File: config.mk
export PLATFORM = sky130hd
export DESIGN_NAME = acc_top
export DESIGN_NICKNAME = d
export VERILOG_FILES = /design/src/hdl/acc_pkg.sv /design/src/hdl/acc_pinmux.sv /design/src/hdl/acc_sync.sv /design/src/hdl/acc_top.sv
export SDC_FILE = /design/constraint.sdc
export NUM_CORES = 1
export LEC_CHECK = 0
export BUFFER_PORTS_ARGS = -buffer_cell sky130_fd_sc_hd__buf_2
export CAP_MARGIN = 30
export CORE_UTILIZATION = 49
export CTS_CLUSTER_DIAMETER = 60
export DETAILED_ROUTE_END_ITERATION = 10
export GPL_TIMING_DRIVEN = 0
export PLACE_DENSITY = 0.84
export SLEW_MARGIN = 0
export SYNTH_ARGS = -nofsm -noshare
export SYNTH_HDL_FRONTEND = slang
export SYNTH_HIERARCHICAL = 1
export SYNTH_SLANG_ARGS = --single-unit
File: constraint.sdc
create_clock -name mclk -period 1.4 [get_ports mclk]
set_input_delay 0.07 -clock mclk [delete_from_list [all_inputs] [get_ports mclk]]
set_output_delay 0.07 -clock mclk [all_outputs]
set_load 0.03 [all_outputs]
File: src/hdl/acc_pkg.sv
// Constants for the analog comparator control block
// Summary of operation
// The comparator output is the result of comparing the inverting input against the non-inverting input.
// With the internal reference enabled, the inverting input is taken from the reference generator.
// The 4-bit ratio field selects a reference of supply times n/15, all ones (full supply) by default.
// The current result is readable as a read-only bit at position 2 of the comparator control register.
// With the routing field at binary 10 the result is driven onto the comparator output pin.
// A comparator interrupt request needs the mask bit 7 of the interrupt mask register and global enable; a Sleep wake-up raises it without either.
// The interrupt flag is set on every rising and every falling change of the comparator output.
// The interrupt flag at status bit 7 stays set until software writes it clear.
// An enabled comparator keeps working with its change detection and interrupt logic during Sleep.
// A change detected during Sleep raises the interrupt and ends Sleep.
// Software should turn the comparator off before Sleep when wake-up is not needed.
// The inverting-input pin serves converter reference, then comparator, then converter channel, then port.
// The non-inverting-input pin serves comparator, then converter channel, then port.
// The comparator wake enable bit gates whether a change may end Sleep.
// The result is synchronised to the clock before edge detection so one change sets one event.
package acc_pkg;

  // ==========================================================================
  // Register offsets
  localparam logic [7:0] ACC_OFS_CMP_CTRL = 8'h09;
  localparam logic [7:0] ACC_OFS_WAKE_CTRL = 8'h0D;
  localparam logic [7:0] ACC_OFS_IRQ_STATUS = 8'h0F;
  // Mask shares offset 0F on another page; the page bit selects it
  localparam logic [7:0] ACC_OFS_IRQ_MASK = 8'h0F;
  localparam logic [7:0] ACC_PAGE_BIT = 8'h80;

  // ==========================================================================
  // Field positions
  localparam int ACC_BIT_REF_SEL_N = 7;
  localparam int ACC_BIT_RATIO_HI = 6;
  localparam int ACC_BIT_RATIO_LO = 3;
  localparam int ACC_BIT_RESULT = 2;
  localparam int ACC_BIT_ROUTE_HI = 1;
  localparam int ACC_BIT_ROUTE_LO = 0;
  localparam int ACC_BIT_CMP_IRQ = 7;
  localparam int ACC_BIT_CMP_WAKE = 1;
  localparam logic [1:0] ACC_ROUTE_PIN = 2'h2;

  // ==========================================================================
  // Reset values, wake write mask and full ratio
  localparam logic [3:0] ACC_RATIO_RESET = 4'hF;
  localparam logic [7:0] ACC_CTRL_RESET = 8'hF8;
  localparam logic [7:0] ACC_WAKE_WMASK = 8'h07;
  localparam logic [3:0] ACC_RATIO_FULL = 4'hF;

endpackage

File: src/hdl/acc_pinmux.sv
// Priority selection for the two shared comparator input pins
`timescale 1ns/1ps
module acc_pinmux (
  // Inverting-input pin requests
  input wire logic neg_conv_ref_req,
  input wire logic neg_cmp_req,
  input wire logic neg_conv_ch_req,
  // Non-inverting-input pin requests
  input wire logic pos_cmp_req,
  input wire logic pos_conv_ch_req,
  // Grants, one-hot: converter ref (inverting pin only), comparator, converter channel, port
  output logic [3:0] neg_grant,
  output logic [2:0] pos_grant
);
  assign neg_grant = neg_conv_ref_req ? 4'h8 :
                     neg_cmp_req ? 4'h4 :
                     neg_conv_ch_req ? 4'h2 : 4'h1;
  assign pos_grant = pos_cmp_req ? 3'h4 :
                     pos_conv_ch_req ? 3'h2 : 3'h1;
endmodule

File: src/hdl/acc_sync.sv
// Two-stage synchroniser for the comparator result
`timescale 1ns/1ps
module acc_sync (
  // Clock and reset
  input wire logic mclk,
  input wire logic rstn,
  // Data
  input wire logic async_in,
  output logic sync_out
);
  logic meta_reg;

  always_ff @(posedge mclk or negedge rstn) begin
    if (!rstn) begin
      meta_reg <= 1'b0;
      sync_out <= 1'b0;
    end else begin
      meta_reg <= async_in;
      sync_out <= meta_reg;
    end
  end
endmodule

File: src/hdl/acc_top.sv
// Analog comparator control: registers, reference select, change detect, wake
//
// The plain strobed port was left to the implementer.
`timescale 1ns/1ps
module acc_top (
  // Clock and reset
  input wire logic mclk,
  input wire logic rstn,
  // Register port
  input wire logic [7:0] reg_addr,
  input wire logic [7:0] reg_wdata,
  input wire logic reg_wr,
  input wire logic reg_rd,
  output logic [7:0] reg_rdata,
  // Analog front end
  input wire logic cmp_raw,
  output logic cmp_enable,
  output logic internal_ref_select_n,
  output logic [3:0] ref_ratio_select,
  // Pins
  output logic cmp_out_pin,
  output logic cmp_out_pin_oe,
  // Shared pin requests from other blocks
  input wire logic conv_ref_req,
  input wire logic conv_ch4_req,
  input wire logic conv_ch3_req,
  output logic [3:0] neg_pin_grant,
  output logic [2:0] pos_pin_grant,
  // Core interface
  input wire logic global_irq_enable_instr,
  input wire logic sleep_mode,
  output logic cmp_irq_req,
  output logic cmp_wakeup
);
  logic [7:0] ctrl_reg;
  logic [7:0] wake_reg;
  logic cmp_irq_flag_reg;
  logic cmp_irq_mask_reg;
  logic cmp_en_reg;
  logic result_sync;
  logic result_prev_reg;
  logic [3:0] neg_grant;
  logic [2:0] pos_grant;

  // ==========================================================================
  // Address decode
  wire page_hi = reg_addr[7];
  wire [7:0] ofs = reg_addr & ~acc_pkg::ACC_PAGE_BIT;
  wire hit_ctrl = (ofs == acc_pkg::ACC_OFS_CMP_CTRL) && !page_hi;
  wire hit_wake = (ofs == acc_pkg::ACC_OFS_WAKE_CTRL) && !page_hi;
  wire hit_stat = (ofs == acc_pkg::ACC_OFS_IRQ_STATUS) && !page_hi;
  wire hit_mask = (ofs == acc_pkg::ACC_OFS_IRQ_MASK) && page_hi;
  wire hit_en = (ofs == 8'h00) && page_hi;

  // ==========================================================================
  // Comparator enable register (only bit 0 used)
  always_ff @(posedge mclk or negedge rstn) begin
    if (!rstn) begin
      cmp_en_reg <= 1'b0;
    end else if (reg_wr && hit_en) begin
      cmp_en_reg <= reg_wdata[0];
    end
  end

  // ==========================================================================
  // Control and wake registers; result bit is read only
  always_ff @(posedge mclk or negedge rstn) begin
    if (!rstn) begin
      ctrl_reg <= acc_pkg::ACC_CTRL_RESET;
      wake_reg <= 8'h00;
      cmp_irq_mask_reg <= 1'b0;
    end else begin
      if (reg_wr && hit_ctrl) begin
        ctrl_reg <= reg_wdata;
      end
      if (reg_wr && hit_wake) begin
        wake_reg <= reg_wdata & acc_pkg::ACC_WAKE_WMASK;
      end
      if (reg_wr && hit_mask) begin
        cmp_irq_mask_reg <= reg_wdata[acc_pkg::ACC_BIT_CMP_IRQ];
      end
    end
  end

  // ==========================================================================
  // Result synchroniser and change detection
  acc_sync acc_sync_i (
    .mclk(mclk),
    .rstn(rstn),
    .async_in(cmp_raw),
    .sync_out(result_sync)
  );

  // Detection runs on mclk in Sleep too, only the enable gates it
  wire cmp_change = cmp_en_reg && (result_sync != result_prev_reg);

  always_ff @(posedge mclk or negedge rstn) begin
    if (!rstn) begin
      result_prev_reg <= 1'b0;
    end else begin
      result_prev_reg <= result_sync;
    end
  end

  // ==========================================================================
  // Sticky interrupt flag: set wins over a software clear
  wire flag_clr = reg_wr && hit_stat && !reg_wdata[acc_pkg::ACC_BIT_CMP_IRQ];
  wire flag_next = cmp_change ? 1'b1 : (flag_clr ? 1'b0 : cmp_irq_flag_reg);

  always_ff @(posedge mclk or negedge rstn) begin
    if (!rstn) begin
      cmp_irq_flag_reg <= 1'b0;
    end else begin
      cmp_irq_flag_reg <= flag_next;
    end
  end

  // ==========================================================================
  // Read data, one cycle after the strobe
  wire [7:0] ctrl_view = {ctrl_reg[7:3], result_prev_reg, ctrl_reg[1:0]};
  wire [7:0] rd_mux = !reg_rd ? 8'h00 :
                      hit_ctrl ? ctrl_view :
                      hit_wake ? wake_reg :
                      hit_stat ? {cmp_irq_flag_reg, 7'h00} :
                      hit_mask ? {cmp_irq_mask_reg, 7'h00} :
                      hit_en ? {7'h00, cmp_en_reg} : 8'h00;

  always_ff @(posedge mclk or negedge rstn) begin
    if (!rstn) begin
      reg_rdata <= 8'h00;
    end else begin
      reg_rdata <= rd_mux;
    end
  end

  // ==========================================================================
  // Shared pin priority
  acc_pinmux acc_pinmux_i (
    .neg_conv_ref_req(conv_ref_req),
    .neg_cmp_req(cmp_en_reg),
    .neg_conv_ch_req(conv_ch4_req),
    .pos_cmp_req(cmp_en_reg),
    .pos_conv_ch_req(conv_ch3_req),
    .neg_grant(neg_grant),
    .pos_grant(pos_grant)
  );

  // ==========================================================================
  // Registered outputs
  wire route_pin = ctrl_reg[acc_pkg::ACC_BIT_ROUTE_HI:acc_pkg::ACC_BIT_ROUTE_LO]
                   == acc_pkg::ACC_ROUTE_PIN;
  wire wake_next = sleep_mode && cmp_change && wake_reg[acc_pkg::ACC_BIT_CMP_WAKE];
  wire irq_next = (flag_next && cmp_irq_mask_reg && global_irq_enable_instr)
                  || wake_next;

  always_ff @(posedge mclk or negedge rstn) begin
    if (!rstn) begin
      cmp_enable <= 1'b0;
      internal_ref_select_n <= 1'b1;
      ref_ratio_select <= acc_pkg::ACC_RATIO_RESET;
      cmp_out_pin <= 1'b0;
      cmp_out_pin_oe <= 1'b0;
      neg_pin_grant <= 4'h1;
      pos_pin_grant <= 3'h1;
      cmp_irq_req <= 1'b0;
      cmp_wakeup <= 1'b0;
    end else begin
      cmp_enable <= cmp_en_reg;
      internal_ref_select_n <= ctrl_reg[acc_pkg::ACC_BIT_REF_SEL_N];
      ref_ratio_select <= ctrl_reg[acc_pkg::ACC_BIT_RATIO_HI:acc_pkg::ACC_BIT_RATIO_LO];
      cmp_out_pin <= route_pin && result_sync;
      cmp_out_pin_oe <= route_pin;
      neg_pin_grant <= neg_grant;
      pos_pin_grant <= pos_grant;
      cmp_irq_req <= irq_next;
      cmp_wakeup <= wake_next;
    end
  end
endmodule

==> flow_summary.rst, run 1 <==
.. list-table::
   :header-rows: 1

   * - Metric
     - Value
   * - Setup clock skew after layout
     - approximately 0.0067 ns
   * - Detailed Place HPWL
     - just over 2000 um
   * - Post-placement worst setup slack
     - -0.4858 ns
   * - Initial standard-cell utilization of the core
     - 0.5329
   * - Per-cell routed wire length
     - 13.89 um
   * - Maximum number of pins on one net before global-route repair
     - 42
   * - Average footprint of a synthesized cell
     - between 10 and 15 um^2
   * - Crit-path max FO
     - 7
   * - Final-report setup violation count
     - 0
   * - Length in cells of the worst reg-to-reg path
     - 2
   * - Peak ir drop on the vdd network
     - 0.0007775 V
   * - Crit share post-route
     - 0.9696
   * - Sequential fraction of the synthesis area
     - 0.6848
   * - Data arrival at the endpoint of the critical path
     - 1.59 ns
   * - Worst Hold End
     - reg_rdata[0]$_DFF_PN0_
   * - Via count of the first global-routing pass
     - between 1,000 and 1,500
   * - CP Capture Type
     - flop
   * - Clock tree from TritonCTS
     - done
   * - Placer congestion estimate
     - 0.7386
   * - Diodes inserted
     - 0
   * - Pwr dens
     - 1091 mW/mm^2
   * - Post-layout total power
     - 0.002290 W
   * - Distinct cell type count of the synthesized netlist
     - 29
   * - Number of antenna violations at the first check in global routing
     - 0
   * - Minimum setup slack among reg-to-reg paths
     - 0.05 ns
   * - Clock Sink Count
     - 41
   * - Violations in the final reports
     - design-rule violations
   * - DRC violation count after routing
     - 7
   * - Least-Margin Pin Slew
     - 0.8287 ns
   * - Critical path launch point type
     - primary input
   * - Vias per std cell
     - 5.150
   * - Placeable core area
     - 0.002853 mm^2
   * - Lkg Pwr
     - 1.069 nW
   * - Result of the run
     - complete, but fails checks
   * - Flip-flop count of the largest register after layout
     - 8
   * - Post-route worst setup slack
     - 0.04263 ns
   * - Number of buffers added on ports
     - 49
   * - Number of CTS-inserted buffers
     - 5
   * - Maximum clock rate
     - 736.7 MHz
   * - Combined global-route utilization of all metal layers
     - 0.1988
   * - Clk_lat worst skew
     - 0.34 ns
   * - Vertical die dimension
     - about 58 um
   * - RR Endpoint
     - neg_pin_grant[0]$_DFF_PN1_
   * - Remaining antenna violation count after routing
     - 0
   * - Layout-stage area growth over the synthesis result
     - 38.11%
   * - Number of flops mapped to enable cells by yosys
     - 0
   * - Final Hold Fails
     - 0
   * - Number of max-cap violations
     - 0
   * - Setup TNS Final
     - 0 ns
   * - Maximum root-to-sink buffer count
     - 2
   * - Number of placement rows
     - 19
   * - Layout net count
     - just over 200
   * - Final worst hold slack
     - 0.06288 ns
   * - Yosys reg bits
     - slightly above 40
   * - Buffer type at the clock tree root
     - sky130_fd_sc_hd__clkbuf_4
   * - First drt pass iteration count
     - 6
   * - Critical Setup Path Class
     - primary input to flop
   * - Net Count, Synth
     - 133
   * - I/O pin count
     - 51
   * - Syn Std Cell Area
     - 0.001520 mm^2
   * - YS warnings
     - 6
   * - Synthesized instance count
     - 107
   * - HP Class
     - primary input to flop
   * - Worst Hold Path Cells
     - 3
   * - Critical path launch point
     - reg_addr[5]
   * - Deepest level of the CTS H-tree
     - 2
   * - Worst Min Path Start
     - reg_addr[7]
   * - First-pass GRT wire length
     - 4836 um
   * - Total Wirelength
     - 2958 um
   * - DIE WIDTH
     - 57.70 um
   * - Clock-pin slew on the worst setup and hold paths
     - 0.11 ns
   * - Final Max Tran Viols
     - 0
   * - Minimum clock period
     - 1.357 ns
   * - Share of final-layout standard cells stronger than drive strength 1
     - 0.5000
   * - Worst reg2reg path startpoint
     - cmp_en_reg$_DFFE_PN0P_
   * - Setup repair after global routing missed its margin
     - false
   * - Max-Slew Margin vs Limit
     - 0.4475
   * - Overall die area
     - ~0.0033 mm^2
   * - Async set or reset register ratio after synthesis
     - 1.000
   * - Via total after detailed routing
     - 1,097
   * - DRC violation total after the first TritonRoute iteration
     - 19
   * - Grt ovf
     - 0
   * - Data required time at the worst endpoint
     - 1.63 ns
   * - Ys flop type
     - sky130_fd_sc_hd__dfrtp_1
cell usage in the layout, fill, tap and decap left out, types with 2 or more instances in the layout:
cell type / instances
sky130_fd_sc_hd__buf_2: 49
sky130_fd_sc_hd__mux2_4: 2
sky130_fd_sc_hd__clkbuf_4: 5
sky130_fd_sc_hd__and3_1: 6
sky130_fd_sc_hd__nor3_1: 5
sky130_fd_sc_hd__nor2_1: 3
sky130_fd_sc_hd__nand2_1: 6
sky130_fd_sc_hd__nor2b_1: 2
sky130_fd_sc_hd__dfrtp_1: 29
sky130_fd_sc_hd__dfstp_2: 12
sky130_fd_sc_hd__nand4_1: 3
sky130_fd_sc_hd__dlygate4sd3_1: 17
sky130_fd_sc_hd__buf_4: 3
sky130_fd_sc_hd__mux2_2: 12
sky130_fd_sc_hd__nor4_1: 2
sky130_fd_sc_hd__and2_1: 2
sky130_fd_sc_hd__o41ai_1: 2
sky130_fd_sc_hd__inv_1: 3
kinds of logic after synthesis:
kind of cell | share of synthesized area
AO/OA/AOI/OAI | 0.02963
XOR/XNOR | 0.005762
buffers and inverters | 0.02304
flip-flops | 0.6848
multiplexers | 0.1103
AND/OR/NAND/NOR | 0.1465
layout make-up:
type	count	area [um^2]
Buffer	3	18.77
Clock buffer	6	51.30
Clock inverter	2	37.54
Fill cell	201	753.2
Inverter	3	11.26
Multi-Input combinational cell	59	466.7
Sequential cell	41	1041
Tap cell	31	38.79
Timing Repair Buffer	68	434.2
power by group:
group	internal (W)	total, W	switching, W
clock network	0.000424	0.000786	0.000362
logic	0.000107	0.000242	0.000135
registers	0.00124	0.00126	0.0000228
total	0.00177	0.00229	0.000519
repair_timing:
| action | 4_1_cts | 5_1_grt |
|---|---|---|
| hold buffers | 17 | 0 |
| hold endpoints to repair | 51 | 0 |
| setup endpoints to repair | 7 | 2 |
| buffers inserted | 2 | 0 |
| resized for setup | 0 | 1 |
| pin swaps | 1 | 1 |
synthesized netlist by cell type, drive strengths merged (2+ instances only):
cell type,count,area [um^2]
and2,2,12.51
and3,6,37.54
buf,3,20.01
dfrtp,29,725.7
dfstp,12,315.3
inv,3,11.26
mux2,14,157.7
nand2,6,22.52
nand4,3,18.77
nor2,3,11.26
nor2b,2,12.51
nor3,6,30.03
nor4,3,33.78
o41ai,2,17.52
worst max path at each step:
stage                                            end  slack (ns)
after floorplan              ctrl_reg[0]$_DFFE_PN0P_       -0.20
after global placement       ctrl_reg[1]$_DFFE_PN0P_       -0.43
after detailed placement     ctrl_reg[0]$_DFFE_PN0P_       -0.49
after CTS                    ctrl_reg[0]$_DFFE_PN0P_        0.03
after global routing      neg_pin_grant[0]$_DFF_PN1_       0.006
final                        ctrl_reg[0]$_DFFE_PN0P_        0.04
worst max-delay path: stages:
cell	delay [ns]
sky130_fd_sc_hd__buf_2	0.12
sky130_fd_sc_hd__or4_4	0.61
sky130_fd_sc_hd__nor4_4	0.29
sky130_fd_sc_hd__buf_6	0.17
sky130_fd_sc_hd__mux2_2	0.33
metal layers:
layer  global-route usage  vias to the layer above  wire length (um)
met5                    0                        -                 0
met4              0.06803                        0                30
met3              0.06473                        4               184
met2               0.3472                       40              1510
met1               0.2321                      530              1232
li1                     -                      523                 -
metrics by stage:
stage               instances  instance area (um^2)  utilization
CTS                       213                  2096       0.7346
floorplan                 107                  1549            -
global route              213                  2100       0.7360
detailed placement        187                  1833       0.6425
finish                    213                  2100       0.7360
global placement          187                  1833       0.6425
(Power assumes the default switching activity.)
==> run 2: changes to the inputs <==
PLACE_DENSITY = unset   (was 0.84)
PLACE_DENSITY_LB_ADDON = 0.12   (was unset)
==> flow_summary.rst, run 2 (synthesis gave the netlist of run 1 again) <==
.. list-table::
   :header-rows: 1

   * - Metric
     - Value
   * - Cell type of the slowest stage on the worst timing path
     - sky130_fd_sc_hd__or4_4
   * - Number of buffers added on ports
     - 49
   * - Placer congestion estimate
     - 0.7815
   * - Total Wirelength
     - 2859 um
   * - End point of the critical path
     - ctrl_reg[1]$_DFFE_PN0P_
   * - DIE WIDTH
     - 57.70 um
   * - Final Hold Fails
     - 0
   * - HP Class
     - primary input to flop
   * - Peak ir drop on the vdd network
     - 0.0007210 V
   * - Lkg Pwr
     - 1.071 nW
   * - Maximum clock rate
     - 736.3 MHz
   * - Leading cell type in the layout, fill and taps excluded
     - sky130_fd_sc_hd__buf_2
   * - Remaining antenna violation count after routing
     - 0
   * - Via total after detailed routing
     - between 1,000 and 1,500
   * - Switching Fraction
     - 0.2219
   * - Placeable core area
     - 0.002853 mm^2
   * - Crit share post-route
     - 0.9701
   * - Critical path launch point
     - reg_addr[5]
   * - Pwr dens
     - about 1100 mW/mm^2
   * - Final-report setup violation count
     - 0
   * - Post-placement worst setup slack
     - -0.4740 ns
   * - Layout-stage area growth over the synthesis result
     - 37.70%
   * - Clock share of power
     - 0.341
   * - Vias per std cell
     - just over 5
   * - Critical path launch point type
     - primary input
   * - Deepest level of the CTS H-tree
     - 2
   * - Sequential share of power
     - 0.554
   * - Data required time at the worst endpoint
     - 1.64 ns
   * - Minimum setup slack among reg-to-reg paths
     - around 0.070 ns
   * - Overall die area
     - 0.003329 mm^2
   * - Setup TNS Final
     - 0 ns
   * - Largest stage delay on the critical path
     - 0.53 ns
   * - Clock-pin slew on the worst setup and hold paths
     - 0.11 ns
   * - Grt ovf
     - 0
   * - Minimum clock period
     - approximately 1.4 ns
   * - Maximum root-to-sink buffer count
     - 2
   * - Critical Setup Path Class
     - primary input to flop
   * - Combinational fraction of design power
     - 0.105
   * - Setup clock skew after layout
     - 0.01002 ns
   * - Psw
     - around 0.0005 W
   * - Number of placement rows
     - 19
   * - Vertical die dimension
     - 57.70 um
   * - Final Max Tran Viols
     - 0
   * - Detailed Place HPWL
     - 1946 um
   * - Maximum number of pins on one net before global-route repair
     - 42
   * - Final worst hold slack
     - 0.01501 ns
   * - Number of CTS-inserted buffers
     - 5
   * - Layout net count
     - roughly 210
   * - Data arrival at the endpoint of the critical path
     - 1.59 ns
   * - Diodes inserted
     - 0
   * - Length in cells of the worst reg-to-reg path
     - 2
   * - Post-layout total power
     - 0.002278 W
   * - Clk_lat worst skew
     - 0.34 ns
   * - Commonest cells after routing, fill and taps aside
     - sky130_fd_sc_hd__buf_2, sky130_fd_sc_hd__dfrtp_1, sky130_fd_sc_hd__dlygate4sd3_1
   * - Via count of the first global-routing pass
     - between 1,000 and 1,500
   * - Setup repair after global routing missed its margin
     - false
   * - Cells along the critical path
     - buf_2, or4_4, buf_6, nor4_4, buf_4, mux2_2
   * - Max-Slew Margin vs Limit
     - 0.4337
   * - Least-Margin Pin Slew
     - 0.8494 ns
   * - DRC violation total after the first TritonRoute iteration
     - 21
   * - Clock tree from TritonCTS
     - done
   * - Placed cell areas
     - ~0.0018 mm^2
   * - Share of final-layout standard cells stronger than drive strength 1
     - 0.5000
   * - DRC violation count after routing
     - 4
   * - Result of the run
     - complete, but fails checks
   * - Crit-path max FO
     - 7
   * - Buffer type at the clock tree root
     - sky130_fd_sc_hd__clkbuf_4
   * - RR Endpoint
     - neg_pin_grant[0]$_DFF_PN1_
   * - Post-route worst setup slack
     - 0.04190 ns
   * - Clock Sink Count
     - a little over 40
   * - Flip-flop count of the largest register after layout
     - 8
   * - Number of max-cap violations
     - 0
   * - CP Capture Type
     - flop
   * - I/O pin count
     - 51
   * - Violations in the final reports
     - design-rule violations
   * - Combined global-route utilization of all metal layers
     - 0.1949
   * - Number of antenna violations at the first check in global routing
     - 0
   * - Non-Filler Cell Area, Final
     - 0.002093 mm^2
   * - Cell internal power dissipation
     - ~0.0018 W
   * - First drt pass iteration count
     - 7
   * - First-pass GRT wire length
     - around 4700 um
   * - Worst reg2reg path startpoint
     - cmp_en_reg$_DFFE_PN0P_
   * - Initial standard-cell utilization of the core
     - 0.5329
   * - Per-cell routed wire length
     - 13.42 um
[run 2: cell types whose count changed in the layout (fill, tap and decap cells not counted)]
cell,delta
sky130_fd_sc_hd__buf_4,+1
sky130_fd_sc_hd__clkbuf_1,+1
sky130_fd_sc_hd__clkinvlp_4,-1
sky130_fd_sc_hd__dlygate4sd3_1,-1
[run 2: final cells by class]
| type | count | area, um^2 |
|---|---|---|
| inverters | 3 | 11.26 |
| clock buffers | 7 | 55.05 |
| repair buffers | 67 | 420.4 |
| fillers | 208 | 759.5 |
| flip-flops and latches | 41 | 1041 |
| well taps | 31 | 38.79 |
| plain buffers | 4 | 30.03 |
| clock inverters | 1 | 30.03 |
| multi-input cells | 59 | 466.7 |
[run 2: repair_timing]
action | CTS | global route
endpoints found under the hold margin | 48 | 2
cloned | 0 | 0
resized for setup | 0 | 0
endpoints found under the setup margin | 7 | 2
buffers inserted | 2 | 0
pin swaps | 1 | 1
hold buffers | 15 | 1
[run 2: worst min-delay path by stage]
| stage | from | endpoint | slack, ns | cells after the start |
|---|---|---|---|---|
| global route | global_irq_enable_instr | cmp_irq_req$_DFF_PN0_ | 0.01 | 3 |
| global placement | cmp_raw | acc_sync_i/meta_reg$_DFF_PN0_ | 0.18 | 1 |
| floorplan | rstn | acc_sync_i/meta_reg$_DFF_PN0_ | -0.23 | 0 |
| CTS | reg_rd | reg_rdata[0]$_DFF_PN0_ | 0.0006 | 3 |
| detailed placement | cmp_raw | acc_sync_i/meta_reg$_DFF_PN0_ | 0.18 | 1 |
| finish | global_irq_enable_instr | cmp_irq_req$_DFF_PN0_ | 0.02 | 3 |
[run 2: power groups by stage]
stage               sequential [W]  clock, W  combinational [W]
floorplan                  0.00132         0          0.0000632
global placement           0.00128         0           0.000199
detailed placement         0.00128         0           0.000206
CTS                        0.00126  0.000798           0.000239
global route               0.00127  0.000852           0.000261
finish                     0.00126  0.000778           0.000239
[run 2: worst max-delay path, delay by kind of cell]
kind / cells / cell delay, ns
simple gates: 2 / 0.75
buf+inv: 3 / 0.44
mux: 1 / 0.32
[run 2: per-stage QoR]
| step | cells | utilization |
|---|---|---|
| 3_3_place_gp | 187 | 0.6425 |
| 3_5_place_dp | 187 | 0.6425 |
| 4_1_cts | 212 | 0.7303 |
| 2_1_floorplan | 107 | - |
| 6_report | 213 | 0.7338 |
| 5_1_grt | 213 | 0.7338 |
[run 2: metal layers]
layer	track usage	vias up	wire length, um
met5	0	-	0
met4	0.05102	0	34
met3	0.07366	4	145
met2	0.3056	33	1377
met1	0.2587	517	1302
li1	-	525	-
==> run 3: changes to the inputs <==
SETUP_SLACK_MARGIN = 0.15   (was unset)
==> flow_summary.rst, run 3 (synthesis gave the netlist of run 1 again) <==
.. list-table::
   :header-rows: 1

   * - Metric
     - Value
   * - Maximum root-to-sink buffer count
     - 2
   * - Clk_lat worst skew
     - 0.34 ns
   * - Layout-stage area growth over the synthesis result
     - 42.22%
   * - Bufs and invs on worst path
     - 3
   * - Max-Slew Margin vs Limit
     - 0.4384
   * - Number of antenna violations at the first check in global routing
     - 0
   * - Number of CTS-inserted buffers
     - 5
   * - Placeable core area
     - between 0.002 and 0.003 mm^2
   * - Final Max Tran Viols
     - 0
   * - Vias per std cell
     - 5.079
   * - Largest delay contributor family on the critical path
     - simple AND/OR/NAND/NOR gates
   * - Data required time at the worst endpoint
     - 1.64 ns
   * - Remaining antenna violation count after routing
     - 0
   * - Lkg Pwr
     - 1.103 nW
   * - Layout net count
     - 210
   * - I/O pin count
     - 51
   * - Via count of the first global-routing pass
     - 1,116
   * - DRC violation total after the first TritonRoute iteration
     - 15
   * - Setup TNS Final
     - 0 ns
   * - Result of the run
     - complete, but fails checks
   * - Final worst hold slack
     - 0.01116 ns
   * - FILL cells
     - 204
   * - Number of max-cap violations
     - 0
   * - HP Class
     - primary input to flop
   * - Number of placement rows
     - 19
   * - Violations in the final reports
     - design-rule violations
   * - Detailed Place HPWL
     - 1989 um
   * - Post-layout total power
     - 0.002305 W
   * - Critical Setup Path Class
     - primary input to flop
   * - Number of buffers added on ports
     - 49
   * - Clock tree from TritonCTS
     - done
   * - Via total after detailed routing
     - between 1,000 and 1,500
   * - Least-Margin Pin Slew
     - 0.8424 ns
   * - First drt pass iteration count
     - 7
   * - Clock Sink Count
     - 41
   * - Cell seen most often among critical-path stages
     - sky130_fd_sc_hd__buf_6
   * - Crit share post-route
     - 0.9298
   * - Buffer type at the clock tree root
     - sky130_fd_sc_hd__clkbuf_4
   * - First-pass GRT wire length
     - approximately 4900 um
   * - Largest stage delay on the critical path
     - between 0.5 and 0.6 ns
   * - Setup clock skew after layout
     - 0.005960 ns
   * - Combined global-route utilization of all metal layers
     - 0.2034
   * - Cells along the critical path
     - buf_6, or4_4, buf_6, nor4_4, buf_4, mux2_4
   * - DIE WIDTH
     - a little under 60 um
   * - Post-placement worst setup slack
     - -0.4711 ns
   * - Setup repair after global routing missed its margin
     - true
   * - Maximum clock rate
     - between 700 and 800 MHz
   * - Critical path launch point type
     - primary input
   * - Peak ir drop on the vdd network
     - 0.0007161 V
   * - Deepest level of the CTS H-tree
     - 2
   * - Flip-flop count of the largest register after layout
     - 8
   * - Per-cell routed wire length
     - 14.19 um
   * - Commonest cells after routing, fill and taps aside
     - sky130_fd_sc_hd__buf_2, sky130_fd_sc_hd__dfrtp_1, sky130_fd_sc_hd__dlygate4sd3_1
   * - Data arrival at the endpoint of the critical path
     - 1.54 ns
   * - Initial standard-cell utilization of the core
     - 0.5329
   * - Area of the multi-input gates
     - 501.7 um^2
   * - Maximum number of pins on one net before global-route repair
     - 42
   * - Cell type of the slowest stage on the worst timing path
     - sky130_fd_sc_hd__or4_4
   * - Pwr dens
     - roughly 1100 mW/mm^2
   * - Total Wirelength
     - a little over 3000 um
   * - Final-report setup violation count
     - 0
   * - Final Hold Fails
     - 0
   * - Vertical die dimension
     - just under 60 um
   * - Share of final-layout standard cells stronger than drive strength 1
     - 0.5297
   * - CP Capture Type
     - flop
   * - FF/Latch Area
     - around 0.0010 mm^2
   * - Clock-pin slew on the worst setup and hold paths
     - 0.11 ns
   * - Placer congestion estimate
     - between 0.8 and 0.9
   * - Leading cell type in the layout, fill and taps excluded
     - sky130_fd_sc_hd__buf_2
   * - Diodes inserted
     - 0
   * - Overall die area
     - 0.003329 mm^2
   * - Minimum clock period
     - 1.302 ns
   * - Post-route worst setup slack
     - 0.09827 ns
   * - DRC violation count after routing
     - 3
   * - Grt ovf
     - 0
   * - Crit-path max FO
     - 4
-- run 3: stage by stage --
step                std cells  cell area [um^2]    util
floorplan                 107              1553       -
global placement          187              1837  0.6439
detailed placement        187              1837  0.6439
CTS                       215              2141  0.7504
global route              216              2162  0.7579
finish                    216              2162  0.7579
-- run 3: worst paths after layout --
| path | to | slack, ns | cells past startpoint | start |
|---|---|---|---|---|
| worst min-delay path | reg_rdata[0]$_DFF_PN0_ | 0.01 | 3 | reg_rd |
| worst max register to register | reg_rdata[7]$_DFF_PN0_ | 0.29 | 3 | ctrl_reg[7]$_DFFE_PN1P_ |
| min in group asynchronous | cmp_enable$_DFF_PN0_ | 0.35 | 2 | rstn |
| worst min register to register | acc_sync_i/sync_out$_DFF_PN0_ | 0.36 | 0 | acc_sync_i/meta_reg$_DFF_PN0_ |
| worst max-delay path | ctrl_reg[1]$_DFFE_PN0P_ | 0.1 | 6 | reg_addr[4] |
| max in group asynchronous | reg_rdata[3]$_DFF_PN0_ | 0.51 | 2 | rstn |
-- run 3: worst reg2reg max path, cell delays in order (launching register included) --
cell and delay, ns:
sky130_fd_sc_hd__dfstp_2 0.56, sky130_fd_sc_hd__inv_1 0.04, sky130_fd_sc_hd__nor4_1 0.31, sky130_fd_sc_hd__o21a_1 0.15
-- run 3: final cells by class --
cell class              count  area share
well taps                  31     0.01794
inverters                   3    0.005208
flip-flops and latches     41      0.4815
repair buffers             70      0.2095
clock buffers               7     0.02546
plain buffers               4     0.01447
clock inverters             1     0.01389
multi-input cells          59      0.2321
-- run 3: repair_timing --
item,in CTS,in global routing
buffers inserted,5,1
resized for setup,7,4
hold buffers,15,0
endpoints found under the hold margin,48,0
endpoints found under the setup margin,7,16
pin swaps,2,2
-- run 3: routing by layer --
layer	track usage	share of wire
met1	0.2542	0.42
met5	0	0
met2	0.3372	0.51
met3	0.06250	0.054
met4	0.07483	0.016
-- run 3: where the power goes --
group	leakage [nW]	internal, W	total [W]	switching, W
Clock	0.0455	0.000427	0.000786	0.000360
Sequential	0.510	0.00124	0.00126	0.0000228
Combinational	0.548	0.000119	0.000256	0.000137
